===== config.mk =====
export PLATFORM = sky130hd
export DESIGN_NAME = scan_tap_top
export DESIGN_NICKNAME = d
export VERILOG_FILES = /design/src/common/scan_pkg.sv /design/src/common/scan_chain_if.sv /design/src/hdl/boundary_chain.sv /design/src/hdl/scan_tap_top.sv
export VERILOG_INCLUDE_DIRS = /design/src /design/src/common
export SDC_FILE = /design/constraint.sdc
export NUM_CORES = 1
export LEC_CHECK = 0
export ABC_AREA = 1
export BUFFER_PORTS_ARGS = -buffer_cell sky130_fd_sc_hd__buf_2
export CORE_ASPECT_RATIO = 1.2
export CORE_MARGIN = 2
export CORE_UTILIZATION = 25
export CTS_BUF_LIST = sky130_fd_sc_hd__clkbuf_4
export DETAILED_ROUTE_END_ITERATION = 8
export PLACE_DENSITY = 0.43
export SETUP_SLACK_MARGIN = 0.3
export SLEW_MARGIN = 10
export SYNTH_ARGS = -nofsm -noshare
export SYNTH_HDL_FRONTEND = slang
export SYNTH_HIERARCHICAL = 1
export SYNTH_SLANG_ARGS = --single-unit

===== constraint.sdc =====
create_clock -name i_sys_clk -period 2.4 [get_ports i_sys_clk]
set_clock_uncertainty 0.1 [all_clocks]
set_input_delay 0.12 -clock i_sys_clk [delete_from_list [all_inputs] [get_ports i_sys_clk]]
set_output_delay 0.12 -clock i_sys_clk [all_outputs]
set_load 0.03 [all_outputs]

===== src/common/scan_defines.svh =====
// Constants for the boundary-scan test logic
`ifndef SCAN_DEFINES_SVH
`define SCAN_DEFINES_SVH
// Instruction field width and encodings
`define INSN_W 3
`define INSN_EXTEST 3'h0
`define INSN_SAMPLE 3'h1
`define INSN_HIGHZ 3'h5
`define INSN_CONTIN 3'h6
`define INSN_BYPASS 3'h7
// Pattern loaded into the instruction shifter on capture
`define INSN_CAPTURE 3'h1
// Boundary chain length and cell positions, index 0 next to tdi
`define BSC_LEN 8
`define BSC_AD4 0
`define BSC_AD5 1
`define BSC_AD_OE 2
`define BSC_AD6 3
`define BSC_AD7 4
`define BSC_ROM_CS 5
`define BSC_ROM_A0 6
`define BSC_ROM_A1 7
// Chain reset value and tms-high edges that force reset
`define BSC_RESET 8'h00
`define TMS_RESET_EDGES 3'h5
`endif


===== src/common/scan_pkg.sv =====
// Types shared by the boundary-scan test logic
package scan_pkg;
   typedef enum logic [15:0] {
      TAP_RESET = 16'h0001,
      TAP_IDLE = 16'h0002,
      TAP_SEL_DR = 16'h0004,
      TAP_CAP_DR = 16'h0008,
      TAP_SHF_DR = 16'h0010,
      TAP_EX1_DR = 16'h0020,
      TAP_PAU_DR = 16'h0040,
      TAP_EX2_DR = 16'h0080,
      TAP_UPD_DR = 16'h0100,
      TAP_SEL_IR = 16'h0200,
      TAP_CAP_IR = 16'h0400,
      TAP_SHF_IR = 16'h0800,
      TAP_EX1_IR = 16'h1000,
      TAP_PAU_IR = 16'h2000,
      TAP_EX2_IR = 16'h4000,
      TAP_UPD_IR = 16'h8000
   } tap_state_t;
endpackage


===== src/common/scan_chain_if.sv =====
// Carrier between the TAP controller and the boundary chain
`include "scan_defines.svh"
interface scan_chain_if;
   logic cap_en;
   logic shf_en;
   logic upd_en;
   logic ser_in;
   logic ser_out;
   logic [`BSC_LEN-1:0] par_in;
   logic [`BSC_LEN-1:0] upd_val;
   modport ctrl (output cap_en, shf_en, upd_en, ser_in, par_in, input ser_out, upd_val);
   modport chain (input cap_en, shf_en, upd_en, ser_in, par_in, output ser_out, upd_val);
endinterface


===== src/hdl/boundary_chain.sv =====
// Boundary-scan shift stages and update latches
`include "scan_defines.svh"
module boundary_chain
(
   // Clock and reset
   input wire logic i_sys_clk,
   input wire logic i_sys_rst,
   // Controller side
   scan_chain_if.chain bus
);
   logic [`BSC_LEN-1:0] shf_q;
   logic [`BSC_LEN-1:0] upd_q;

   // Capture parallel pad values or shift toward tdo
   always_ff @(posedge i_sys_clk)
   begin
      if (i_sys_rst)
         shf_q <= `BSC_RESET;
      else if (bus.cap_en)
         shf_q <= bus.par_in;
      else if (bus.shf_en)
         shf_q <= {shf_q[`BSC_LEN-2:0], bus.ser_in};
   end

   // Update latches hold the values the pads drive under test
   always_ff @(posedge i_sys_clk)
   begin
      if (i_sys_rst)
         upd_q <= `BSC_RESET;
      else if (bus.upd_en)
         upd_q <= shf_q;
   end

   // Last ROM address cell feeds tdo
   assign bus.ser_out = shf_q[`BSC_LEN-1];
   assign bus.upd_val = upd_q;
endmodule


===== src/hdl/scan_tap_top.sv =====
// TAP controller, instruction decode and pad control for boundary scan
//
// Notes on behaviour
// A one-bit bypass stage links tdi to tdo when no other register is selected.
// Reset leaves the controller in reset with bypass as the instruction.
// Boundary cells sit on the bus and serial ROM pads to observe and drive them.
// Under external test, a 1 in the enable cell makes the data pads drive.
// Cells follow a fixed interleaved order; last ROM address cell feeds tdo.
// The controller decodes tms and sequences capture, shift and update.
// The full sixteen-state TAP machine is implemented; the tester drives tms and tck.
// A three-bit instruction register selects data register and test mode.
// Codes 000 extest, 001 sample, 110 continuity, 111 bypass; bypass is transparent.
// Code 101 floats the bus and ROM pads; other ports keep working.
// Reserved codes 010, 011, 100 behave like bypass.
`include "scan_defines.svh"
module scan_tap_top
(
   // Clock and reset
   input wire logic i_sys_clk,
   input wire logic i_sys_rst,
   // Test port pins
   input wire logic i_tck,
   input wire logic i_tms,
   input wire logic i_tdi,
   output logic o_tdo,
   output logic o_tdo_oe,
   // Core side of the pads
   input wire logic [3:0] i_core_ad,
   input wire logic i_core_ad_oe,
   input wire logic i_core_rom_cs_n,
   input wire logic [1:0] i_core_rom_addr,
   input wire logic i_core_rom_oe,
   // Pad side
   input wire logic [3:0] i_pad_ad,
   output logic [3:0] o_pad_ad,
   output logic o_pad_ad_oe,
   output logic o_pad_rom_cs_n,
   output logic [1:0] o_pad_rom_addr,
   output logic o_pad_rom_oe
);
   scan_chain_if bsc ();
   scan_pkg::tap_state_t state_q;
   scan_pkg::tap_state_t state_d;
   logic [2:0] tck_s;
   logic [1:0] tms_s;
   logic [1:0] tdi_s;
   logic [3:0] pad_s1;
   logic [3:0] pad_s2;
   logic rise;
   logic fall;
   logic [`INSN_W-1:0] test_instruction_field;
   logic [`INSN_W-1:0] ir_shf_q;
   logic byp_q;
   logic sel_bsc;
   logic drive_scan;
   logic [`BSC_LEN-1:0] upd;

   // True when the instruction selects the boundary chain
   function automatic logic bsc_selected(input logic [`INSN_W-1:0] code);
      bsc_selected = (code == `INSN_EXTEST) || (code == `INSN_SAMPLE) ||
         (code == `INSN_CONTIN);
   endfunction

   // True when the instruction hands the pads to the scan cells
   function automatic logic scan_drives(input logic [`INSN_W-1:0] code);
      scan_drives = (code == `INSN_EXTEST) || (code == `INSN_CONTIN);
   endfunction

   // Two-stage synchronisers for the pins, third tck stage for edge detection
   // Reset to the idle pin levels so no false tck edge follows reset
   always_ff @(posedge i_sys_clk)
   begin
      if (i_sys_rst)
      begin
         tck_s <= 3'h0;
         tms_s <= 2'h3;
         tdi_s <= 2'h3;
         pad_s1 <= 4'h0;
         pad_s2 <= 4'h0;
      end
      else
      begin
         tck_s <= {tck_s[1:0], i_tck};
         tms_s <= {tms_s[0], i_tms};
         tdi_s <= {tdi_s[0], i_tdi};
         pad_s1 <= i_pad_ad;
         pad_s2 <= pad_s1;
      end
   end

   assign rise = tck_s[1] & ~tck_s[2];
   assign fall = ~tck_s[1] & tck_s[2];

   // TAP next-state decode on tms
   always_comb
   begin
      state_d = state_q;
      case (state_q)
         scan_pkg::TAP_RESET: state_d = tms_s[1] ? scan_pkg::TAP_RESET : scan_pkg::TAP_IDLE;
         scan_pkg::TAP_IDLE: state_d = tms_s[1] ? scan_pkg::TAP_SEL_DR : scan_pkg::TAP_IDLE;
         scan_pkg::TAP_SEL_DR: state_d = tms_s[1] ? scan_pkg::TAP_SEL_IR : scan_pkg::TAP_CAP_DR;
         scan_pkg::TAP_CAP_DR: state_d = tms_s[1] ? scan_pkg::TAP_EX1_DR : scan_pkg::TAP_SHF_DR;
         scan_pkg::TAP_SHF_DR: state_d = tms_s[1] ? scan_pkg::TAP_EX1_DR : scan_pkg::TAP_SHF_DR;
         scan_pkg::TAP_EX1_DR: state_d = tms_s[1] ? scan_pkg::TAP_UPD_DR : scan_pkg::TAP_PAU_DR;
         scan_pkg::TAP_PAU_DR: state_d = tms_s[1] ? scan_pkg::TAP_EX2_DR : scan_pkg::TAP_PAU_DR;
         scan_pkg::TAP_EX2_DR: state_d = tms_s[1] ? scan_pkg::TAP_UPD_DR : scan_pkg::TAP_SHF_DR;
         scan_pkg::TAP_UPD_DR: state_d = tms_s[1] ? scan_pkg::TAP_SEL_DR : scan_pkg::TAP_IDLE;
         scan_pkg::TAP_SEL_IR: state_d = tms_s[1] ? scan_pkg::TAP_RESET : scan_pkg::TAP_CAP_IR;
         scan_pkg::TAP_CAP_IR: state_d = tms_s[1] ? scan_pkg::TAP_EX1_IR : scan_pkg::TAP_SHF_IR;
         scan_pkg::TAP_SHF_IR: state_d = tms_s[1] ? scan_pkg::TAP_EX1_IR : scan_pkg::TAP_SHF_IR;
         scan_pkg::TAP_EX1_IR: state_d = tms_s[1] ? scan_pkg::TAP_UPD_IR : scan_pkg::TAP_PAU_IR;
         scan_pkg::TAP_PAU_IR: state_d = tms_s[1] ? scan_pkg::TAP_EX2_IR : scan_pkg::TAP_PAU_IR;
         scan_pkg::TAP_EX2_IR: state_d = tms_s[1] ? scan_pkg::TAP_UPD_IR : scan_pkg::TAP_SHF_IR;
         scan_pkg::TAP_UPD_IR: state_d = tms_s[1] ? scan_pkg::TAP_SEL_DR : scan_pkg::TAP_IDLE;
         default: state_d = scan_pkg::TAP_RESET;
      endcase
   end

   // TAP state advances on each tck rising edge
   always_ff @(posedge i_sys_clk)
   begin
      if (i_sys_rst)
         state_q <= scan_pkg::TAP_RESET;
      else if (rise)
         state_q <= state_d;
   end

   // Instruction shifter: capture fixed pattern, shift toward tdo
   always_ff @(posedge i_sys_clk)
   begin
      if (i_sys_rst)
         ir_shf_q <= `INSN_CAPTURE;
      else if (rise && state_q == scan_pkg::TAP_CAP_IR)
         ir_shf_q <= `INSN_CAPTURE;
      else if (rise && state_q == scan_pkg::TAP_SHF_IR)
         ir_shf_q <= {tdi_s[1], ir_shf_q[`INSN_W-1:1]};
   end

   // Instruction register: bypass on reset, loaded on the update falling edge
   always_ff @(posedge i_sys_clk)
   begin
      if (i_sys_rst || state_q == scan_pkg::TAP_RESET)
         test_instruction_field <= `INSN_BYPASS;
      else if (fall && state_q == scan_pkg::TAP_UPD_IR)
         test_instruction_field <= ir_shf_q;
   end

   assign sel_bsc = bsc_selected(test_instruction_field);
   assign drive_scan = scan_drives(test_instruction_field);

   // One-bit bypass stage, captures 0 as usual
   always_ff @(posedge i_sys_clk)
   begin
      if (i_sys_rst)
         byp_q <= 1'h0;
      else if (rise && state_q == scan_pkg::TAP_CAP_DR)
         byp_q <= 1'h0;
      else if (rise && state_q == scan_pkg::TAP_SHF_DR)
         byp_q <= tdi_s[1];
   end

   // Control strobes and capture values for the boundary chain
   assign bsc.cap_en = rise && sel_bsc && state_q == scan_pkg::TAP_CAP_DR;
   assign bsc.shf_en = rise && sel_bsc && state_q == scan_pkg::TAP_SHF_DR;
   assign bsc.upd_en = fall && sel_bsc && state_q == scan_pkg::TAP_UPD_DR;
   assign bsc.ser_in = tdi_s[1];
   assign bsc.par_in = {i_core_rom_addr[1], i_core_rom_addr[0], i_core_rom_cs_n,
      pad_s2[3], pad_s2[2], i_core_ad_oe, pad_s2[1], pad_s2[0]};

   boundary_chain u_chain
   (
      .i_sys_clk(i_sys_clk),
      .i_sys_rst(i_sys_rst),
      .bus(bsc)
   );

   assign upd = bsc.upd_val;

   // Test data output changes on tck falling edge, enabled only while shifting
   always_ff @(posedge i_sys_clk)
   begin
      if (i_sys_rst)
      begin
         o_tdo <= 1'h0;
         o_tdo_oe <= 1'h0;
      end
      else if (fall)
      begin
         o_tdo_oe <= (state_q == scan_pkg::TAP_SHF_DR) ||
            (state_q == scan_pkg::TAP_SHF_IR);
         if (state_q == scan_pkg::TAP_SHF_IR)
            o_tdo <= ir_shf_q[0];
         else if (sel_bsc)
            o_tdo <= bsc.ser_out;
         else
            o_tdo <= byp_q;
      end
   end

   // Pad drivers: core values normally, cell values under test, floated on highz
   always_ff @(posedge i_sys_clk)
   begin
      if (i_sys_rst)
      begin
         o_pad_ad <= 4'h0;
         o_pad_ad_oe <= 1'h0;
         o_pad_rom_cs_n <= 1'h1;
         o_pad_rom_addr <= 2'h0;
         o_pad_rom_oe <= 1'h0;
      end
      else if (test_instruction_field == `INSN_HIGHZ)
      begin
         o_pad_ad <= i_core_ad;
         o_pad_ad_oe <= 1'h0;
         o_pad_rom_cs_n <= i_core_rom_cs_n;
         o_pad_rom_addr <= i_core_rom_addr;
         o_pad_rom_oe <= 1'h0;
      end
      else if (drive_scan)
      begin
         o_pad_ad <= {upd[`BSC_AD7], upd[`BSC_AD6], upd[`BSC_AD5], upd[`BSC_AD4]};
         o_pad_ad_oe <= upd[`BSC_AD_OE];
         o_pad_rom_cs_n <= upd[`BSC_ROM_CS];
         o_pad_rom_addr <= {upd[`BSC_ROM_A1], upd[`BSC_ROM_A0]};
         o_pad_rom_oe <= 1'h1;
      end
      else
      begin
         o_pad_ad <= i_core_ad;
         o_pad_ad_oe <= i_core_ad_oe;
         o_pad_rom_cs_n <= i_core_rom_cs_n;
         o_pad_rom_addr <= i_core_rom_addr;
         o_pad_rom_oe <= i_core_rom_oe;
      end
   end

   // Helper: consecutive tck rises seen with tms high
   logic [2:0] tms_hi_cnt;
   always_ff @(posedge i_sys_clk)
   begin
      if (i_sys_rst)
         tms_hi_cnt <= 3'h0;
      else if (rise)
         tms_hi_cnt <= !tms_s[1] ? 3'h0 :
            (tms_hi_cnt == `TMS_RESET_EDGES) ? tms_hi_cnt : tms_hi_cnt + 3'h1;
   end
endmodule


==> impl_metrics.csv <==
group,metric,value,unit
worst_setup_path,cp_cell_sequence,"nor2_4 > nand2_8 > nor2_8 > nand4_1 > nor2_1 > buf_4 > inv_2 > nand3_1 > nand3_1 > nand2_1 > inv_1",
clocking,cts_tree,"done",
floorplanning,ioPinCount,29,
worst_setup_path,critPathKind,"flop to flop",
yosys,yosys.area_share.adder,0,%
sta,timing.slew.headroom,69.73,%
grt,overflow,0,
grt,grt_util_met3,3.401,%
sta,hold_violations,0,
grt,antenna_found_initial,0,
worst_setup_path,required,2.64,ns
yosys,syn_nets,432,
layout,final_core_util,31.43,%
sta,worst_slew_pin_slew,0.4541,ns
sta,timing.final.crit_share,75.56,%
yosys,synth_cell_types,34,
hold_path,hp-class,"primary input to flop",
yosys,yosys_warnings,6,
yosys,synthSimpleGateAreaFrac,37.90,%
clocking,h-tree-depth,3,
yosys,muxShareOfSynthArea,0,%
sta,drv_slew,0,
layout,final_common_cell,"nand2_1",
floorplanning,die_area,12870,um^2
layout,n_antenna_cell,0,
layout,drive_gt1_share,20.51,%
power_and_ir_drop,powerDensity,571.6,nW/um^2
detailed_routing,viasPerCell,4.176,
floorplanning,fp.dieW,103.9,um
place,dp_hpwl,4972,um
yosys,netlist_area,2994,um^2
sta,setup_viol,0,
worst_setup_path,slowest_stage,"dfxtp_1",
worst_setup_path,start_kind,"flop",
place,io_buffers,28,
layout,area_growth_syn_to_layout,21.98,%
power_and_ir_drop,power,0.002088,W
place,postPlaceCellArea,3303,um^2
yosys,ys_ff_latch,65,
yosys,synth_xor_area_share,0,%
grt,grt_max_degree,26,
hold_path,min_from,"i_sys_rst",
sta,finalSetupTns,0,ns
floorplanning,coreArea,11620,um^2
flow_run,maxCapViolations,0,
grt,grt_use_total,11.74,%
detailed_routing,drc,0,
detailed_routing,vias,2631,
yosys,syn_avg_cell_area,7.232,um^2
yosys,synth_area_leaders,"dfxtp_1 (43%), nand2_1 (14%), nor2_1 (6.8%)",
floorplanning,fp.dieH,123.9,um
yosys,yosysTopAreaCell,"dfxtp_1",
layout,fin_nets,486,
detailed_routing,drt_iter0_markers,93,
detailed_routing,wl,6870,um
grt,grt_most_used_layer,"met2",
grt,grtUsageMet2,20.85,%
clocking,numCtsBuffers,9,
sta,fmax,551.5,MHz
worst_setup_path,crit_start,"state_q[8]$_SDFFE_PP0P_",
place,place.gp.congestion,0.7755,
detailed_routing,wl_per_cell,10.90,um
worst_setup_path,critPathMostFrequentCell,"nand3_1",
grt,grt_pass1_wl,11880,um
clocking,cts_buffer_depth,2,
power_and_ir_drop,vdd_drop_max,0.1827,mV
outcome,status,"finished clean",
detailed_routing,drt-pass1-iter-count,5,
yosys,synth_top_area_share,43.46,%
clocking,clock-sinks,65,
yosys,syn_inst,414,
layout,final_cell_mix,"nand2_1 (115), dfxtp_1 (65), nor2_1 (54), inv_1 (45), buf_2 (28)",
grt,first_global_vias,2512,
clocking,clk_pin_slew,0.12,ns
grt,grt_use_met1,13.01,%
yosys,ys_seq_area_share,43.46,%
worst_setup_path,end_kind,"flop",
worst_setup_path,arrival,2.05,ns
floorplanning,num_rows,43,
clocking,insertion_delay,0.42,ns
sta,period_needed,1.813,ns
yosys,synth_top_family_by_area,"simple AND/OR/NAND/NOR gates",
floorplanning,initial_utilization,25.76,%
clocking,cts-root-buf,"clkbuf_4",
sta,rsz0062_at_grt,"false",
worst_setup_path,slowest_delay,0.38,ns
layout,stdcell_area,3652,um^2
worst_setup_path,crit_family,"simple AND/OR/NAND/NOR gates",
sta,holdWs,0.02448,ns
worst_setup_path,rr_startpoint,"state_q[8]$_SDFFE_PP0P_",
power_and_ir_drop,power_leakage,1.685,nW
worst_setup_path,cp_max_fo,10,
yosys,synth_compound_area_share,9.695,%
worst_setup_path,cp_num_buf_inv,3,
detailed_routing,ant_nets,0,
-- Yosys cell counts --
cell	number
nor2_4	6
a211oi_2	1
o21ai_1	1
clkinv_1	1
nand3_2	5
nand3_1	25
a31oi_1	1
o31ai_1	1
nor3_1	3
buf_6	1
nor2_8	2
buf_12	1
inv_2	8
o211ai_1	6
nand2_8	1
o21ai_0	10
inv_1	45
a21oi_2	3
nor3_4	1
nor2_1	54
nand4_1	4
nand2_2	6
buf_4	2
o21bai_1	1
nand3b_1	1
or2_2	4
nor2_2	5
dfxtp_1	65
nand2_1	115
buf_1	2
a21oi_1	26
clkbuf_1	3
and3_1	1
nand2_4	3
-- stage by stage --
stage,setup WS [ns],std cells
after floorplan,0.5031,414
after global placement,0.5019,595
after detailed placement,0.4694,595
after CTS,0.4570,627
after global routing,0.3847,630
final,0.5867,630
-- repair_timing --
action / in CTS / in global routing
setup buffers: 0 / 3
hold buffers: 16 / 0
hold endpoints to repair: 20 / 0
endpoints found under the setup margin: 0 / 11
gates resized for setup: 0 / 1
-- area by class of cell --
cell class	instances	area [um^2]
sequential	65	1301
tap	157	196.4
fill	1288	7969
multi-input combinational	286	1430
clock buffer	9	67.56
clock inverter	7	93.84
timing repair buffer	52	360.3
inverter	54	202.7
-- final timing paths --
path	endpoint	slack, ns	depth (start not counted)
worst max-delay path	u_chain/shf_q[5]$_SDFFE_PP0P_	0.59	11
worst min-delay path	tck_s[2]$_SDFF_PP0_	0.02	2
worst max register to register	u_chain/shf_q[5]$_SDFFE_PP0P_	0.59	11
worst min register to register	pad_s2[3]$_SDFF_PP0_	0.31	2
-- registers in the layout (all words and copies together) (netlist names), 2 cells and up --
signal                  count
pad_s2                      4
u_chain/shf_q               8
test_instruction_field      3
o_pad_rom_addr              2
ir_shf_q                    3
u_chain/bus.upd_val         8
pad_s1                      4
tck_s                       3
state_q                    16
o_pad_ad                    4
tms_s                       2
tdi_s                       2
-- routing by layer --
metal | wire length, um | part of all wire (%)
met1 | 3129 | 46
met2 | 3323 | 48
met3 | 270 | 3.9
met4 | 146 | 2.1
met5 | 0 | 0
-- kinds of logic (layout without fill, tap and decap cells) --
| kind of cell | Yosys count | in the layout |
|---|---|---|
| simple gates | 236 | 236 |
| flops | 65 | 65 |
| compound gates | 50 | 50 |
| buf+inv | 63 | 122 |
-- report_power, final --
part,switching [W],internal [W],leakage [nW]
sequential,0.00000765,0.00110,0.530
clock,0.000426,0.000422,0.0839
combinational,0.0000795,0.0000528,1.07
(Power assumes the default switching activity.)
